File: src/design/flm_map.vh
// Constants for the loop mode, lock and clock supervision block
`ifndef FLM_MAP_VH
`define FLM_MAP_VH
`define FLM_ADDR_CTRL 4'h0
`define FLM_ADDR_MULT 4'h1
`define FLM_ADDR_STAT 4'h2
`define FLM_ADDR_ERR 4'h3
`define FLM_ADDR_WIN 4'h4
`define FLM_ADDR_DIV 4'h5
`define FLM_ADDR_TRIM 4'h6
`define FLM_MODE_SELF 2'h0
`define FLM_MODE_EI 2'h1
`define FLM_MODE_BE 2'h2
`define FLM_MODE_EE 2'h3
`define FLM_ST_OFF 3'h4
`define FLM_CTRL_MON_DIS 2
`define FLM_CTRL_REF_KIND 3
`define FLM_CTRL_RANGE 4
`define FLM_CTRL_SYNC_LOSS_RESET_EN 5
`define FLM_CTRL_CLOCK_LOSS_RESET_EN 6
`define FLM_STAT_IRQ 0
`define FLM_STAT_LOCK 1
`define FLM_STAT_LOL 2
`define FLM_STAT_LOC 3
`define FLM_STAT_EXT_REF_VALID 4
`define FLM_STAT_OSCS 5
`define FLM_CMP_INT 8'h08
`define FLM_CMP_EXT_LO 8'h02
`define FLM_CMP_EXT_HI 8'h80
`define FLM_LOCK_SAMPLES 3'h4
`define FLM_AVG_CYCLES 2'h3
`define FLM_SETTLE_CYCLES 3'h4
`define FLM_MULT_RESET 8'h40
`define FLM_WIN_LOCK_RESET 8'h02
`define FLM_WIN_UNLOCK_RESET 8'h08
`define FLM_DIV_RESET 8'h01
`define FLM_OSC_LOSS_LIMIT 8'hFF
`endif

File: src/design/flm_core.v
// Mode sequencing, lock detection and clock-loss supervision for the loop generator
`timescale 1ns/1ps
`include "flm_map.vh"
module flm_core (
   input wire sys_clk, // System clock, 125 MHz
   input wire rst, // Asynchronous reset, active high (MCU reset)
   input wire [3:0] addr, // Register address
   input wire [7:0] wdata, // Write data
   input wire wr_en, // Write strobe
   input wire rd_en, // Read strobe
   input wire osc_pulse, // One pulse per controlled oscillator period
   input wire ref_pulse, // One pulse per external reference period
   input wire int_ref_pulse, // One pulse per internal reference period
   input wire ref_fast_ok, // Reference meets its minimum frequency
   input wire ref_lost, // Reference below loss threshold
   input wire osc_ready, // Oscillator reports stable
   input wire stop_req, // MCU is in stop
   input wire debug_active_en, // Debug keeps clocks in stop
   input wire osc_in_stop_en, // Masks the quiet_stop lock clear; oscillator still turned off in stop
   input wire startup_active, // Crystal start-up after stop exit
   output reg [7:0] rdata, // Read data, one cycle after read strobe
   output reg osc_enable, // Controlled oscillator and internal reference on
   output reg out_from_ref, // Output sourced from the external reference
   output reg [8:0] out_divide, // Output divider applied to the source
   output reg [7:0] filter_value, // Loop filter value
   output reg gen_off, // Output clock stopped
   output reg sync_loss_reset, // Reset request from lock loss
   output reg clock_loss_reset // Reset request from clock loss
);
   localparam [2:0] ST_SELF = {1'b0, `FLM_MODE_SELF};
   localparam [2:0] ST_EI = {1'b0, `FLM_MODE_EI};
   localparam [2:0] ST_BE = {1'b0, `FLM_MODE_BE};
   localparam [2:0] ST_EE = {1'b0, `FLM_MODE_EE};
   localparam [2:0] ST_OFF = `FLM_ST_OFF;

   reg [7:0] ctrl_reg;
   reg [7:0] mult_reg;
   reg [7:0] win_reg;
   reg [7:0] div_reg;
   reg [7:0] trim_reg;
   reg [2:0] state_reg;
   reg [1:0] off_req_reg;
   reg off_valid_reg;
   reg lock_reg;
   reg lol_reg;
   reg loc_reg;
   reg first_lock_reg;
   reg status_read_reg;
   reg stop_wake_flag_reg;
   reg stopped_dbg_reg;
   reg [2:0] settle_reg;
   reg [7:0] cmp_cnt_reg;
   reg [7:0] osc_cnt_reg;
   reg [7:0] err_reg;
   reg [2:0] lock_cnt_reg;
   reg [1:0] avg_cnt_reg;
   reg [9:0] avg_sum_reg;
   reg [7:0] osc_idle_reg;
   reg osc_mon_arm_reg;

   wire [1:0] mode_request = ctrl_reg[1:0];
   wire [1:0] mode_state = state_reg[1:0];
   wire monitor_disable = ctrl_reg[`FLM_CTRL_MON_DIS];
   wire ref_kind_select = ctrl_reg[`FLM_CTRL_REF_KIND];
   wire engaged = (state_reg == ST_EI) || (state_reg == ST_EE);
   reg ext_ref_valid;
   reg ref_mon;
   reg osc_mon;
   always @* begin
      // Reference valid forcing matrix
      ext_ref_valid = 1'b0;
      ref_mon = 1'b0;
      if (mode_request[1] == 1'b0) begin
         ext_ref_valid = 1'b0;
      end else if (state_reg == ST_OFF) begin
         if (mode_request == `FLM_MODE_BE && ref_kind_select && startup_active) begin
            ref_mon = 1'b1;
            ext_ref_valid = ref_fast_ok;
         end
      end else if (mode_request == `FLM_MODE_BE && !ref_kind_select) begin
         ext_ref_valid = 1'b1;
      end else begin
         ref_mon = 1'b1;
         ext_ref_valid = ref_fast_ok;
      end
      if (monitor_disable) begin
         ref_mon = 1'b0;
      end
      // Oscillator not watched in off or bypassed
      osc_mon = !monitor_disable && state_reg != ST_OFF && state_reg != ST_BE &&
         osc_mon_arm_reg;
   end

   wire osc_lost = osc_mon && (osc_idle_reg == `FLM_OSC_LOSS_LIMIT);
   wire ref_loss = ref_mon && ref_lost;
   wire clk_loss = osc_lost || ref_loss;
   wire sel_int = (state_reg != ST_EE);
   wire cmp_tick_src = sel_int ? int_ref_pulse : ref_pulse;
   wire [7:0] cmp_len = sel_int ? `FLM_CMP_INT :
      (ctrl_reg[`FLM_CTRL_RANGE] ? `FLM_CMP_EXT_HI : `FLM_CMP_EXT_LO);
   // A source switch can leave the count past a shorter length, so end on reaching or passing it
   wire cmp_done = cmp_tick_src && (cmp_cnt_reg >= cmp_len - 8'h01);
   wire [7:0] err_now = mult_reg - osc_cnt_reg;
   wire [7:0] err_abs = err_now[7] ? (8'h00 - err_now) : err_now;
   wire in_lock_win = err_abs <= {4'h0, win_reg[3:0]};
   wire in_unlock_win = err_abs <= {4'h0, win_reg[7:4]};
   wire unexpected_unlock = cmp_done && engaged && lock_reg && !in_unlock_win;
   wire sync_loss_evt = unexpected_unlock || (engaged && clk_loss) || stop_wake_flag_reg;
   wire clear_ack = wr_en && addr == `FLM_ADDR_STAT && wdata[`FLM_STAT_IRQ] &&
      status_read_reg;
   wire setting_change = wr_en && ((addr == `FLM_ADDR_MULT && wdata != mult_reg) ||
      (addr == `FLM_ADDR_CTRL && wdata[1:0] != mode_request) ||
      (addr == `FLM_ADDR_TRIM && state_reg == ST_EI && wdata != trim_reg));
   wire quiet_stop = stop_req && !debug_active_en && !osc_in_stop_en;
   wire [9:0] avg_total = avg_sum_reg + {{2{err_now[7]}}, err_now};

   always @(posedge sys_clk or posedge rst) begin
      if (rst) begin
         ctrl_reg <= 8'h00;
         mult_reg <= `FLM_MULT_RESET;
         win_reg <= (`FLM_WIN_UNLOCK_RESET << 4) | `FLM_WIN_LOCK_RESET;
         div_reg <= `FLM_DIV_RESET;
         trim_reg <= 8'h00;
         status_read_reg <= 1'b0;
         rdata <= 8'h00;
      end else begin
         rdata <= 8'h00;
         if (rd_en) begin
            if (addr == `FLM_ADDR_CTRL) begin
               rdata <= ctrl_reg;
            end else if (addr == `FLM_ADDR_MULT) begin
               rdata <= mult_reg;
            end else if (addr == `FLM_ADDR_STAT) begin
               rdata <= {mode_state, osc_ready, ext_ref_valid, loc_reg, lol_reg, lock_reg,
                  lol_reg | loc_reg};
               status_read_reg <= 1'b1;
            end else if (addr == `FLM_ADDR_ERR) begin
               rdata <= err_reg;
            end else if (addr == `FLM_ADDR_WIN) begin
               rdata <= win_reg;
            end else if (addr == `FLM_ADDR_DIV) begin
               rdata <= div_reg;
            end else if (addr == `FLM_ADDR_TRIM) begin
               rdata <= trim_reg;
            end
         end
         if (clear_ack) begin
            status_read_reg <= 1'b0;
         end
         if (wr_en) begin
            if (addr == `FLM_ADDR_CTRL) begin
               ctrl_reg <= wdata;
            end else if (addr == `FLM_ADDR_MULT) begin
               mult_reg <= wdata;
            end else if (addr == `FLM_ADDR_WIN) begin
               win_reg <= wdata;
            end else if (addr == `FLM_ADDR_DIV) begin
               div_reg <= wdata;
            end else if (addr == `FLM_ADDR_TRIM) begin
               trim_reg <= wdata;
            end
         end
         // Fallback rewrites the request to match the new mode
         if (state_reg == ST_EE && clk_loss) begin
            ctrl_reg[1:0] <= (ref_loss || !ext_ref_valid) ? `FLM_MODE_SELF : `FLM_MODE_BE;
         end else if (state_reg == ST_BE && ref_loss) begin
            ctrl_reg[1:0] <= `FLM_MODE_SELF;
         end
      end
   end

   // Mode sequencer
   always @(posedge sys_clk or posedge rst) begin
      if (rst) begin
         state_reg <= ST_SELF;
         off_req_reg <= `FLM_MODE_SELF;
         off_valid_reg <= 1'b0;
         settle_reg <= 3'h0;
         first_lock_reg <= 1'b1;
         stop_wake_flag_reg <= 1'b0;
         stopped_dbg_reg <= 1'b0;
      end else begin
         stop_wake_flag_reg <= 1'b0;
         // Request must stand several cycles before state follows
         if (setting_change) begin
            settle_reg <= `FLM_SETTLE_CYCLES;
         end else if (settle_reg != 3'h0) begin
            settle_reg <= settle_reg - 3'h1;
         end
         case (state_reg)
            ST_OFF: begin
               if (!stop_req) begin
                  if (off_req_reg == `FLM_MODE_BE && off_valid_reg) begin
                     state_reg <= ST_BE;
                  end else begin
                     state_reg <= ST_SELF;
                  end
               end
            end
            default: begin
               if (stop_req && !debug_active_en) begin
                  state_reg <= ST_OFF;
                  off_req_reg <= mode_request;
                  off_valid_reg <= ext_ref_valid;
               end else if (state_reg == ST_EE && clk_loss) begin
                  state_reg <= (osc_lost && !ref_loss && ext_ref_valid) ? ST_BE : ST_SELF;
               end else if (state_reg == ST_BE && ref_loss) begin
                  state_reg <= ST_SELF;
               end else if (settle_reg == 3'h0) begin
                  if (mode_request == `FLM_MODE_SELF) begin
                     state_reg <= ST_SELF;
                  end else if (mode_request == `FLM_MODE_EI && osc_ready) begin
                     state_reg <= ST_EI;
                  end else if (mode_request == `FLM_MODE_BE && ext_ref_valid &&
                     state_reg == ST_SELF) begin
                     state_reg <= ST_BE;
                  end else if (mode_request == `FLM_MODE_EE && ext_ref_valid && osc_ready &&
                     state_reg != ST_EE) begin
                     state_reg <= ST_EE;
                     first_lock_reg <= 1'b1;
                  end
               end
            end
         endcase
         // Debug dropped while stopped: unexpected clock stop
         if (!stop_req) begin
            stopped_dbg_reg <= 1'b0;
         end else if (state_reg != ST_OFF && debug_active_en) begin
            stopped_dbg_reg <= 1'b1;
         end
         if (state_reg == ST_OFF && !stop_req && stopped_dbg_reg) begin
            stop_wake_flag_reg <= 1'b1;
         end
         if (lock_reg) begin
            first_lock_reg <= 1'b0;
         end
      end
   end

   // Lock detector and averaged loop filter
   always @(posedge sys_clk or posedge rst) begin
      if (rst) begin
         cmp_cnt_reg <= 8'h00;
         osc_cnt_reg <= 8'h00;
         err_reg <= 8'h00;
         lock_cnt_reg <= 3'h0;
         lock_reg <= 1'b0;
         avg_cnt_reg <= 2'h0;
         avg_sum_reg <= 10'h000;
         filter_value <= 8'h80;
         osc_idle_reg <= 8'h00;
         osc_mon_arm_reg <= 1'b0;
      end else begin
         osc_idle_reg <= (osc_pulse || !osc_mon) ? 8'h00 :
            (osc_idle_reg == `FLM_OSC_LOSS_LIMIT ? osc_idle_reg : osc_idle_reg + 8'h01);
         if (state_reg == ST_OFF || state_reg == ST_BE) begin
            osc_mon_arm_reg <= 1'b0;
         end else if (osc_ready) begin
            osc_mon_arm_reg <= 1'b1;
         end
         if (cmp_tick_src) begin
            cmp_cnt_reg <= cmp_done ? 8'h00 : cmp_cnt_reg + 8'h01;
         end
         if (cmp_done) begin
            osc_cnt_reg <= {7'h00, osc_pulse};
            err_reg <= err_now;
         end else if (osc_pulse) begin
            osc_cnt_reg <= osc_cnt_reg + 8'h01;
         end
         if (!engaged || quiet_stop || setting_change || clk_loss) begin
            lock_reg <= 1'b0;
            lock_cnt_reg <= 3'h0;
            avg_cnt_reg <= 2'h0;
            avg_sum_reg <= 10'h000;
         end else if (cmp_done) begin
            if (!lock_reg) begin
               // Unlocked substate: filter follows each comparison
               filter_value <= filter_value + err_now;
               if (in_lock_win) begin
                  lock_cnt_reg <= lock_cnt_reg + 3'h1;
                  if (lock_cnt_reg == `FLM_LOCK_SAMPLES - 3'h1) begin
                     lock_reg <= 1'b1;
                  end
               end else begin
                  lock_cnt_reg <= 3'h0;
               end
            end else if (!in_unlock_win) begin
               lock_reg <= 1'b0;
               lock_cnt_reg <= 3'h0;
            end else if (avg_cnt_reg == `FLM_AVG_CYCLES) begin
               filter_value <= filter_value + avg_total[9:2];
               avg_cnt_reg <= 2'h0;
               avg_sum_reg <= 10'h000;
            end else begin
               avg_cnt_reg <= avg_cnt_reg + 2'h1;
               avg_sum_reg <= avg_total;
            end
         end
      end
   end

   // Sticky flags; a new event wins over an acknowledge
   always @(posedge sys_clk or posedge rst) begin
      if (rst) begin
         lol_reg <= 1'b0;
         loc_reg <= 1'b0;
         sync_loss_reset <= 1'b0;
         clock_loss_reset <= 1'b0;
      end else begin
         sync_loss_reset <= sync_loss_evt && ctrl_reg[`FLM_CTRL_SYNC_LOSS_RESET_EN];
         clock_loss_reset <= clk_loss && ctrl_reg[`FLM_CTRL_CLOCK_LOSS_RESET_EN];
         if (sync_loss_evt) begin
            lol_reg <= 1'b1;
         end else if (clear_ack && !ctrl_reg[`FLM_CTRL_SYNC_LOSS_RESET_EN]) begin
            lol_reg <= 1'b0;
         end
         if (clk_loss) begin
            loc_reg <= 1'b1;
         end else if (clear_ack && !ctrl_reg[`FLM_CTRL_CLOCK_LOSS_RESET_EN]) begin
            loc_reg <= 1'b0;
         end
      end
   end

   // Output path selection
   always @(posedge sys_clk or posedge rst) begin
      if (rst) begin
         osc_enable <= 1'b1;
         out_from_ref <= 1'b0;
         out_divide <= {1'b0, `FLM_DIV_RESET};
         gen_off <= 1'b0;
      end else begin
         gen_off <= (state_reg == ST_OFF);
         osc_enable <= (state_reg != ST_BE) && (state_reg != ST_OFF);
         out_from_ref <= (state_reg == ST_BE);
         if (state_reg == ST_EE && first_lock_reg && !lock_reg) begin
            out_divide <= {div_reg, 1'b0};
         end else begin
            out_divide <= {1'b0, div_reg};
         end
      end
   end
endmodule

File: config.mk
export PLATFORM = sky130hd
export DESIGN_NAME = flm_core
export DESIGN_NICKNAME = d
export VERILOG_FILES = /design/src/design/flm_core.v
export VERILOG_INCLUDE_DIRS = /design/src /design/src/design
export SDC_FILE = /design/constraint.sdc
export NUM_CORES = 1
export LEC_CHECK = 0
export BUFFER_PORTS_ARGS = -buffer_cell sky130_fd_sc_hd__buf_4
export CAP_MARGIN = 40
export CORE_MARGIN = 3
export CORE_UTILIZATION = 31
export DETAILED_ROUTE_END_ITERATION = 8
export SLEW_MARGIN = 20
export SYNTH_ARGS = -nofsm -noshare
export SYNTH_HDL_FRONTEND = slang
export SYNTH_SLANG_ARGS = --single-unit
File: constraint.sdc
create_clock -name sys_clk -period 6.33 [get_ports sys_clk]
set_clock_uncertainty 0.05 [all_clocks]
set_input_delay 0.633 -clock sys_clk [delete_from_list [all_inputs] [get_ports sys_clk]]
set_output_delay 0.633 -clock sys_clk [all_outputs]
set_load 0.005 [all_outputs]
-- After elaboration in Yosys (flattened, before gate mapping)
Cells that the tools add are included.
- $add $sub $neg: 12
- order comparisons: 3
- eq/ne operators: 38
- multiplexer cells: 94
- bitwise logic cells: 7
- reductions and logical operators: 103
- operator list (operator ; count):
    $mux 8 ; 19
    $mux 3 ; 17
    $mux 10 ; 5
    $logic_and 1x1->1 ; 44
    $mux 1 ; 40
    $add 8x1->8 const B ; 3
    $mux 2 ; 12
    $reduce_bool 2->1 ; 12
    $ne 2x2->1 const B ; 11
    $add 8x8->8 ; 2
    $le 8x4->1 ; 2
    $ne 8x8->1 ; 2
    $logic_not 1->1 ; 13
    $eq 4x3->1 const B ; 3
    $logic_or 1x1->1 ; 12
    $reduce_and 4->1 ; 3
    $add 10x10->10 ; 1
    $eq 3x2->1 const B ; 3
    $mux 9 ; 1
    $ne 3x2->1 const B ; 3
    $reduce_and 3->1 ; 3
    $reduce_and 9->1 ; 1
    $reduce_bool 3->1 ; 3
    $eq 2x2->1 const B ; 4
    other kinds (26) ; 38
- flip-flop bits (word level): 134
- bits of input ports: 26
- output and inout port bits: 30
- word-level logic and storage cells: 290

-- Longest topological paths before layout
Gate-level depths: netlist of the first run.
- depth in word-level cells: 19
- depth in mapped cells: 24
- mapped depth without buffers: 24

-- Worst setup path before layout of the first run
Ideal clock, no wire load.
- path kind: reg2reg
- from: register osc_cnt_reg[1]
- to: register filter_value[7]
- arrival: 4.310 ns
- required time: 6.205 ns
- slack: 1.895 ns
- stages on the path, launching flop included: 24
- path buffers: 1
- cell sequence: dfrtp_1 > inv_1 > ha_1 > nor2b_1 > o2111a_1 > o41ai_2 > nor3b_2 > or2_1 > clkbuf_1 > inv_1 > ha_1 > a21oi_1 > o21ai_0 > xor2_1 > nand2_1 > o21ai_0 > ha_1 > nor2_1 > nor2_1 > o41ai_1 > or3_1 > and3_1 > a2111oi_4 > xor2_1
- word-level cells in the longest chain between the ends: 6
- elaborated cells between the ends (all ways): 12
- classes of those cells: add/sub: 5; order compare: 1; eq/ne: 1; mux: 4; reduce/logical: 1
- RTL lines (what ; RTL line ; RTL):
    start, declared ; flm_core.v:53 ; reg [7:0] osc_cnt_reg;
    start signal, assigned ; flm_core.v:265 ; osc_cnt_reg <= {7'h00, osc_pulse};
    start signal, assigned ; flm_core.v:268 ; osc_cnt_reg <= osc_cnt_reg + 8'h01;
    $sub 8x8->8 (*) ; flm_core.v:103 ; wire [7:0] err_now = mult_reg - osc_cnt_reg;
    via err_now[7] ; flm_core.v:103 ;
    $sub 1x8->8 / $add 10x10->10 (equally long branches) ; flm_core.v:104, flm_core.v:115 ;
    $mux 8 / $add 8x8->8 (equally long branches) ; flm_core.v:104, flm_core.v:291 ;
    $le 8x4->1 / $mux 8 (equally long branches) ; flm_core.v:106, flm_core.v:290 ;
    $ne 2x1->1 (no source line) / $mux 8 (equally long branches) ; - ;
    $reduce_and 4->1 (no source line) / $mux 8 (equally long branches) ; - ;
    end signal, assigned ; flm_core.v:278 ; filter_value <= filter_value + err_now;
    end signal, assigned ; flm_core.v:291 ; filter_value <= filter_value + avg_total[9:2];
    end, declared ; flm_core.v:25 ; output reg [7:0] filter_value,
Mark *: on every way through the listed nets, which the timed path passes. The rest lies on a longest branch. The select of a mux whose other input is x is not followed.
A chain may end at the register's enable or synchronous reset.

-- Worst setup path after layout of the first run
- from: register osc_cnt_reg[2]
- to: register filter_value[7]
The elaborated chain is that of the path after synthesis.

==> impl_metrics.ini, run 1 <==
[outcome]
status = finished clean

[critical_path]
rrSetupSlack_ns = 1.35
crit_fanout = 4
cp_top_family = compound AO/OA/AOI/OAI gates
endpoint_kind = register
path_cells = inv_1, ha_1, or2_0, o22ai_1, xor2_1, inv_1, ha_1, a21oi_1, o21bai_1, a21oi_1, xnor2_1, nand2_1, o21ai_0, ha_1, nand2_1, o21ai_0, o41ai_1, o21ai_0, and3_1, a2111oi_4, xor2_1
path_buf_inv = 2
cp_data_arrival_time_ns = 5.28
slowest_delay_ns = 0.45
cpMaxStageDelayCell = xor2_1
crit_required_ns = 6.63
start_kind = register
critical_path_class = register to register

[cells_and_area]
multi_input_area_mm2 = 0.00436
final_common_cell = dfrtp_1
final-seq-area_mm2 = 0.00336
fin_util = 0.368
fillers = 2521
design_area_mm2 = 0.00933
layout_common_cells = 126 x dfrtp_1, 78 x nand2_1, 60 x buf_4
num-nets-final = 920
drive_gt1_frac = 0.202
diodes = 0
syn2layout_area_growth_pct = 16.0
largest_reg_flops = 10

[sta]
finalCriticalPeriod_ns = 4.98
final_max_slew_viol_count = 0
max_freq_mhz = 201
finalCritPeriodShare = 0.787
max_slew.worst_pin.slew_ns = 0.832
rsz0062_at_grt = no
setup_viol_count_final = 0
hold_violations = 0
slew_headroom = 0.431
finalSetupTns_ns = 0
holdWs_ns = 0.205

[pwr]
power.share.clock = 0.221
swShare = 0.407
pwr-share-comb = 0.475
leakagePower_uw = 0.00429
p_seq_frac = 0.304
power-per-cell-area_mw_per_mm2 = 459
p_int_uw = 2540
max-vdd-ir-drop_v = 0.000350
switchingPower_uw = 1750

[floorplan]
die_h_um = 167
core_area_mm2 = 0.0253
die_w_um = 167
dieArea_mm2 = 0.0279
row_count = 58
io_pins = 56
initial_core_util = 0.318

[yosys]
synth_fp_nets = 876
synth-simple-area-share = 0.149
synthArstFlopShare = 1.00
synth_area_leaders = dfrtp_1 39%, ha_1 7.3%, mux2_2 6.2%
synth.area.mux_share = 0.110
synth_top_area_share = 0.392
synth_edf_count = 0
ys_warn_count = 0
ys_types = 85
synth_fa_ha_area_frac = 0.0806
ys_ff_latch = 134
netlist_area_mm2 = 0.00804
syn_inst = 800
synth_xor_area_frac = 0.0599
syn_avg_cell_area_um2 = 10.1
synth_top_family_by_area = simple AND/OR/NAND/NOR gates
synth_top_cell_by_area = dfrtp_1
synth_compound_area_frac = 0.141
synth-seq-area-share = 0.418
synthFlopType = dfrtp_1

[route]
wl_met1_mm = 9.63
wl_met3_um = 677
dr_total_vias = 6002
drt-pass1-iter-count = 6
routed_wirelength_mm = 19.5
highest_layer = met4
postRouteAntennaNets = 0
drcViolationCount = 0
detail_route.iter0.violations = 347
wl_per_cell_um = 16.4
dr_wl_met2_mm = 8.99
routed_via_density = 5.06

[placement]
portBuffers = 55
placed_area_mm2 = 0.00878
place_hpwl_mm = 14.3
place_congestion = 0.800

[cts]
clockRootBuffer = clkbuf_16
clkSinkCount = 134
cts_tree = done
insertion_delay_ns = 0.43
post-cts-setup-buffers = 0
clk_path_buf_depth = 2
path_clk_slew_ns = 0.06
cts_resized = 0
h-tree-depth = 4
cts_hold_buf = 0
numCtsBuffers = 17

[grt]
grt_pass1_wl_mm = 32.4
grt_max_degree = 61
antenna_found_initial = 0
grt_pass1_vias = 5909
gr-total-overflow = 0
grt.total_usage = 0.143

[flow_run]
max-cap-violations = 0

[worst_hold_path]
hp-class = input port to async pin
## worst paths after layout
| check | start | end | depth (start not counted) |
|---|---|---|---|
| min | rst | osc_idle_reg[4] | 2 |
| min in group sys_clk | stop_req | stop_wake_flag_reg | 2 |
| max reg2reg | osc_cnt_reg[2] | filter_value[7] | 21 |
| max in group asynchronous | rst | win_reg[7] | 4 |
| min reg2reg | err_reg[0] | err_reg[0] | 2 |
| max | osc_cnt_reg[2] | filter_value[7] | 21 |
## kinds of logic after synthesis
logic type | count (synthesis)
muxes | 77
buffers and inverters | 79
AOI/OAI and AO/OA | 164
adders and majority gates | 50
and+or+nand+nor | 240
other | 1
xor gates and xnor gates | 55
DFF | 134
## final cells by class
class,instances,share of cell area
multi-input combinational,587,0.467
clock inverter,12,0.0111
clock buffer,20,0.0479
inverter,43,0.0185
sequential,134,0.360
tap,330,0.0442
timing repair buffer,61,0.0512
## through the flow
step	worst slack [ns]	instances	power (uW)
after floorplan	1.90	800	2800
after global placement	1.35	1153	3310
after detailed placement	1.41	1155	3350
after global routing	0.950	1187	4640
final	1.35	1187	4290
after CTS	1.36	1187	4320
## per-layer routing
layer,vias up,track usage
li1,2937,-
met2,98,0.222
met5,-,0
met4,0,0.0366
met3,15,0.0335
met1,2952,0.202
## power by group through the flow
stage          registers (uW)  clock network (uW)  logic [uW]
2_1_floorplan            1230                   0        1570
3_3_place_gp             1310                   0        2000
3_5_place_dp             1310                   0        2040
4_1_cts                  1300                 964        2050
5_1_grt                  1340                1010        2290
6_report                 1300                 946        2040
## synthesized netlist by cell type (all sizes together), types with 6 or more instances
cell / instances
a21o: 9
nand3: 27
and3: 7
mux2: 54
buf: 11
nand2: 78
nor2b: 10
nor3b: 6
dfrtp: 126
nor3: 11
o21a: 6
nor2: 51
a31oi: 6
a21oi: 34
xor2: 25
ha: 47
inv: 42
dfstp: 8
o211ai: 7
nand4: 11
xnor2: 30
and2: 6
nor4: 6
clkbuf: 25
mux2i: 22
o21ai: 50
a22o: 11
nand2b: 10
No activity file was read; power rests on OpenSTA's default activity.
==> run 2, diff against run 1 <==
- clock period: 6.33 -> 4.8 ns (I/O delays scaled with it)
==> impl_metrics.ini, run 2 (same netlist as run 1, synthesis figures left out) <==
[outcome]
status = finished clean

[route]
wl_per_cell_um = 16.6
dr_total_vias = 6129
routed_via_density = 5.10
drcViolationCount = 0
drt-pass1-iter-count = 4
postRouteAntennaNets = 0
routed_wirelength_mm = 20.0
detail_route.iter0.violations = 430

[sta]
slew_headroom = 0.460
finalCriticalPeriod_ns = 4.68
final_max_slew_viol_count = 0
finalCritPeriodShare = 0.976
hold_violations = 0
finalSetupTns_ns = 0
max_slew.worst_pin.slew_ns = 0.808
setup_viol_count_final = 0
max_freq_mhz = 214

[critical_path]
slowest_delay_ns = 0.41
cp_data_arrival_time_ns = 4.98
path_cells = inv_1, ha_1, nor2b_1, o2111a_1, o41ai_2, nor3b_2, or2_1, inv_1, ha_4, a21oi_1, o21ai_1, xor2_1, nand2_1, o21ai_0, ha_2, nor2_1, nor2_1, o41ai_1, or3_1, and3_1, a2111oi_4, xor2_1
crit_required_ns = 5.10
crit_fanout = 4
worstRegToRegCells = 22
rrSetupSlack_ns = 0.12
start_kind = register
endpoint_kind = register
rr_endpoint = filter_value[7]
critical_path_class = register to register
cp_top_family = compound AO/OA/AOI/OAI gates
reg2reg_from = osc_cnt_reg[1]
path_buf_inv = 2
cpMaxStageDelayCell = dfrtp_1

[cells_and_area]
fillers = 2467
drive_gt1_frac = 0.239
fin_util = 0.381
final_common_cell = dfrtp_1
syn2layout_area_growth_pct = 20.1
design_area_mm2 = 0.00966
num-nets-final = 934
largest_reg_flops = 10
diodes = 0
layout_common_cells = 125 x dfrtp_1, 78 x nand2_1, 74 x buf_4
final_cells = 1201

[floorplan]
row_count = 58
io_pins = 56
dieArea_mm2 = 0.0279
die_w_um = 167
core_area_mm2 = 0.0253
die_h_um = 167
initial_core_util = 0.318

[grt]
grt_pass1_wl_mm = 32.2
grt_max_degree = 62
antenna_found_initial = 0
grt.total_usage = 0.143
gr-total-overflow = 0
grt_pass1_vias = 5935

[placement]
dp.cells = 1163
placed_area_mm2 = 0.00884
portBuffers = 55
place_hpwl_mm = 14.3
place_congestion = 0.807

[pwr]
power-per-cell-area_mw_per_mm2 = 634
leakagePower_uw = 0.00443
p_seq_frac = 0.280
pwr-share-comb = 0.476
swShare = 0.390
switchingPower_uw = 2390
fin_total_pwr_uw = 6120
max-vdd-ir-drop_v = 0.000421
p_int_uw = 3730
power.share.clock = 0.243

[cts]
clockRootBuffer = clkbuf_16
insertion_delay_ns = 0.42
cts_tree = done
path_clk_slew_ns = 0.06
clk_path_buf_depth = 2
clkSinkCount = 134
h-tree-depth = 4
cts_hold_buf = 0
numCtsBuffers = 17

[flow_run]
max-cap-violations = 0

[worst_hold_path]
hp-class = input port to async pin
[run 2: timing repair]
item,4_1_cts,5_1_grt
resized for setup,0,24
setup endpoints to repair,0,1
buffers inserted,0,6
[run 2: stage by stage]
| step | hold WS [ns] | worst slack, ns |
|---|---|---|
| floorplan | 0.391 | 0.365 |
| global placement | 0.414 | 0.261 |
| detailed placement | 0.425 | 0.125 |
| CTS | 0.0441 | 0.0585 |
| global route | 0.0586 | -0.147 |
| finish | 0.0338 | 0.117 |
[run 2: power groups by stage]
stage,Combinational [uW],Sequential [uW],Clock (uW)
2_1_floorplan,2070,1620,0
3_3_place_gp,2700,1730,0
3_5_place_dp,2760,1730,0
4_1_cts,2790,1720,1510
5_1_grt,3250,1760,1570
6_report,2920,1720,1490
[run 2: worst max path at each step]
stage / from / to / slack (ns) / cells after the start
2_1_floorplan: osc_cnt_reg[1] / filter_value[7] / 0.37 / 23
3_3_place_gp: mult_reg[0] / filter_value[7] / 0.26 / 22
3_5_place_dp: mult_reg[0] / filter_value[7] / 0.13 / 22
4_1_cts: mult_reg[0] / filter_value[7] / 0.06 / 22
5_1_grt: osc_cnt_reg[1] / filter_value[7] / -0.15 / 22
6_report: osc_cnt_reg[1] / filter_value[7] / 0.12 / 22
[run 2: worst register-to-register path, stage by stage (launching register included)]
cell and delay (ns):
dfrtp_1 0.41, inv_1 0.13, ha_1 0.24, nor2b_1 0.15, o2111a_1 0.28, o41ai_2 0.28
nor3b_2 0.30, or2_1 0.16, inv_1 0.11, ha_4 0.26, a21oi_1 0.18, o21ai_1 0.13
xor2_1 0.19, nand2_1 0.07, o21ai_0 0.12, ha_2 0.37, nor2_1 0.04, nor2_1 0.07
o41ai_1 0.08, or3_1 0.34, and3_1 0.20, a2111oi_4 0.28, xor2_1 0.18
[run 2: final cells by class]
type | instances | area [um2] | share of cell area
multi-input cells | 587 | 4460 | 0.461
well taps | 330 | 413 | 0.0428
inverters | 43 | 173 | 0.0179
repair buffers | 75 | 583 | 0.0604
clock buffers | 20 | 457 | 0.0473
clock inverters | 12 | 213 | 0.0220
flip-flops and latches | 134 | 3360 | 0.348
[run 2: metal layers]
layer  track usage  share of wire  up-vias
li1              -              -     2960
met1         0.203           0.48     3029
met2         0.223           0.47      116
met3        0.0280          0.032       24
met4        0.0405          0.015        0
met5             0              0        -
==> run 3, diff against run 2 <==
- MAX_ROUTING_LAYER: default -> met4
==> impl_metrics.ini, run 3 (same netlist as run 1, synthesis figures left out) <==
[outcome]
status = finished clean

[cts]
h-tree-depth = 4
clkSinkCount = 134
numCtsBuffers = 17
insertion_delay_ns = 0.42
path_clk_slew_ns = 0.07
cts_hold_buf = 0
cts_tree = done
clk_path_buf_depth = 2
clockRootBuffer = clkbuf_16

[pwr]
p_seq_frac = 0.280
leakagePower_uw = 0.00443
fin_total_pwr_uw = 6130
p_int_uw = 3730
max-vdd-ir-drop_v = 0.000418
pwr-share-comb = 0.476
power.share.clock = 0.244
switchingPower_uw = 2390
swShare = 0.391
power-per-cell-area_mw_per_mm2 = 634

[grt]
gr-total-overflow = 0
grt.total_usage = 0.147
grt_pass1_wl_mm = 32.2
grt_max_degree = 62
grt_pass1_vias = 5940
antenna_found_initial = 0

[critical_path]
crit_required_ns = 5.10
crit_fanout = 4
path_cells = inv_1, ha_1, nor2b_1, o2111a_1, o41ai_2, nor3b_2, or2_1, inv_1, ha_4, a21oi_1, o21ai_1, xor2_1, nand2_1, o21ai_0, ha_2, nor2_1, nor2_1, o41ai_1, or3_1, and3_1, a2111oi_4, xor2_1
path_buf_inv = 2
start_kind = register
endpoint_kind = register
startpoint = osc_cnt_reg[1]
critical_path_class = register to register
reg2reg_from = osc_cnt_reg[1]
slowest_delay_ns = 0.41
cpMaxStageDelayCell = dfrtp_1
cp_top_family = compound AO/OA/AOI/OAI gates
cp_data_arrival_time_ns = 4.99

[floorplan]
die_h_um = 167
io_pins = 56
row_count = 58
initial_core_util = 0.318
core_area_mm2 = 0.0253
dieArea_mm2 = 0.0279
die_w_um = 167

[cells_and_area]
final_common_cell = dfrtp_1
layout_common_cells = 125 x dfrtp_1, 78 x nand2_1, 74 x buf_4
syn2layout_area_growth_pct = 20.1
final_cells = 1201
design_area_mm2 = 0.00966
num-nets-final = 934
drive_gt1_frac = 0.239
diodes = 0
largest_reg_flops = 10

[placement]
post-place-ws_ns = 0.125
place_hpwl_mm = 14.3
dp.cells = 1163
placed_area_mm2 = 0.00884
portBuffers = 55
place_congestion = 0.820

[route]
drcViolationCount = 0
postRouteAntennaNets = 0
detail_route.iter0.violations = 429
routed_wirelength_mm = 20.0
dr_total_vias = 6143
routed_via_density = 5.11
drt-pass1-iter-count = 5
wl_per_cell_um = 16.6

[sta]
final_max_slew_viol_count = 0
max_slew.worst_pin.slew_ns = 0.804
max_freq_mhz = 213
slew_headroom = 0.462
worst_slack_ns = 0.108
finalCriticalPeriod_ns = 4.69
finalCritPeriodShare = 0.977
setup_viol_count_final = 0
hold_violations = 0

[worst_hold_path]
hp-class = input port to async pin

[flow_run]
max-cap-violations = 0
## run 3: cell type report
class	count	area (um2)
Tap cell	330	413
Multi-Input combinational cell	587	4460
Timing Repair Buffer	75	583
Fill cell	2467	15700
Clock buffer	20	457
Sequential cell	134	3360
Clock inverter	12	213
Inverter	43	173
## run 3: power groups by stage
stage | combinational, uW | clock [uW] | sequential, uW
4_1_cts | 2790 | 1510 | 1720
3_5_place_dp | 2760 | 0 | 1730
6_report | 2920 | 1490 | 1720
2_1_floorplan | 2070 | 0 | 1620
3_3_place_gp | 2700 | 0 | 1730
5_1_grt | 3250 | 1560 | 1760
## run 3: final timing paths
kind | endpoint | slack (ns) | cells after the start
max in group asynchronous | out_divide[0] | 3.52 | 4
min reg2reg | err_reg[5] | 0.43 | 2
max | filter_value[7] | 0.11 | 22
min in group sys_clk | stop_wake_flag_reg | 0.20 | 2
min | cmp_cnt_reg[3] | 0.03 | 2
max reg2reg | filter_value[7] | 0.11 | 22
## run 3: what timing repair did
action	CTS	global route
gates resized for setup	0	24
buffers inserted	0	6
endpoints found under the hold margin	0	0
setup endpoints to repair	0	1
## run 3: layer usage
metal	up-vias	track usage	wire [um]
met5	-	-	0
met4	0	0.0405	314
met3	24	0.0271	837
met2	132	0.223	9340
met1	3020	0.204	9480
li1	2967	-	-
## run 3: metrics by stage
stage | utilization | hold WS (ns) | setup TNS, ns
floorplan | - | 0.391 | 0
global placement | 0.348 | 0.414 | 0
detailed placement | 0.349 | 0.425 | 0
CTS | 0.376 | 0.0441 | 0
global route | 0.381 | 0.0574 | -0.147
finish | 0.381 | 0.0307 | 0
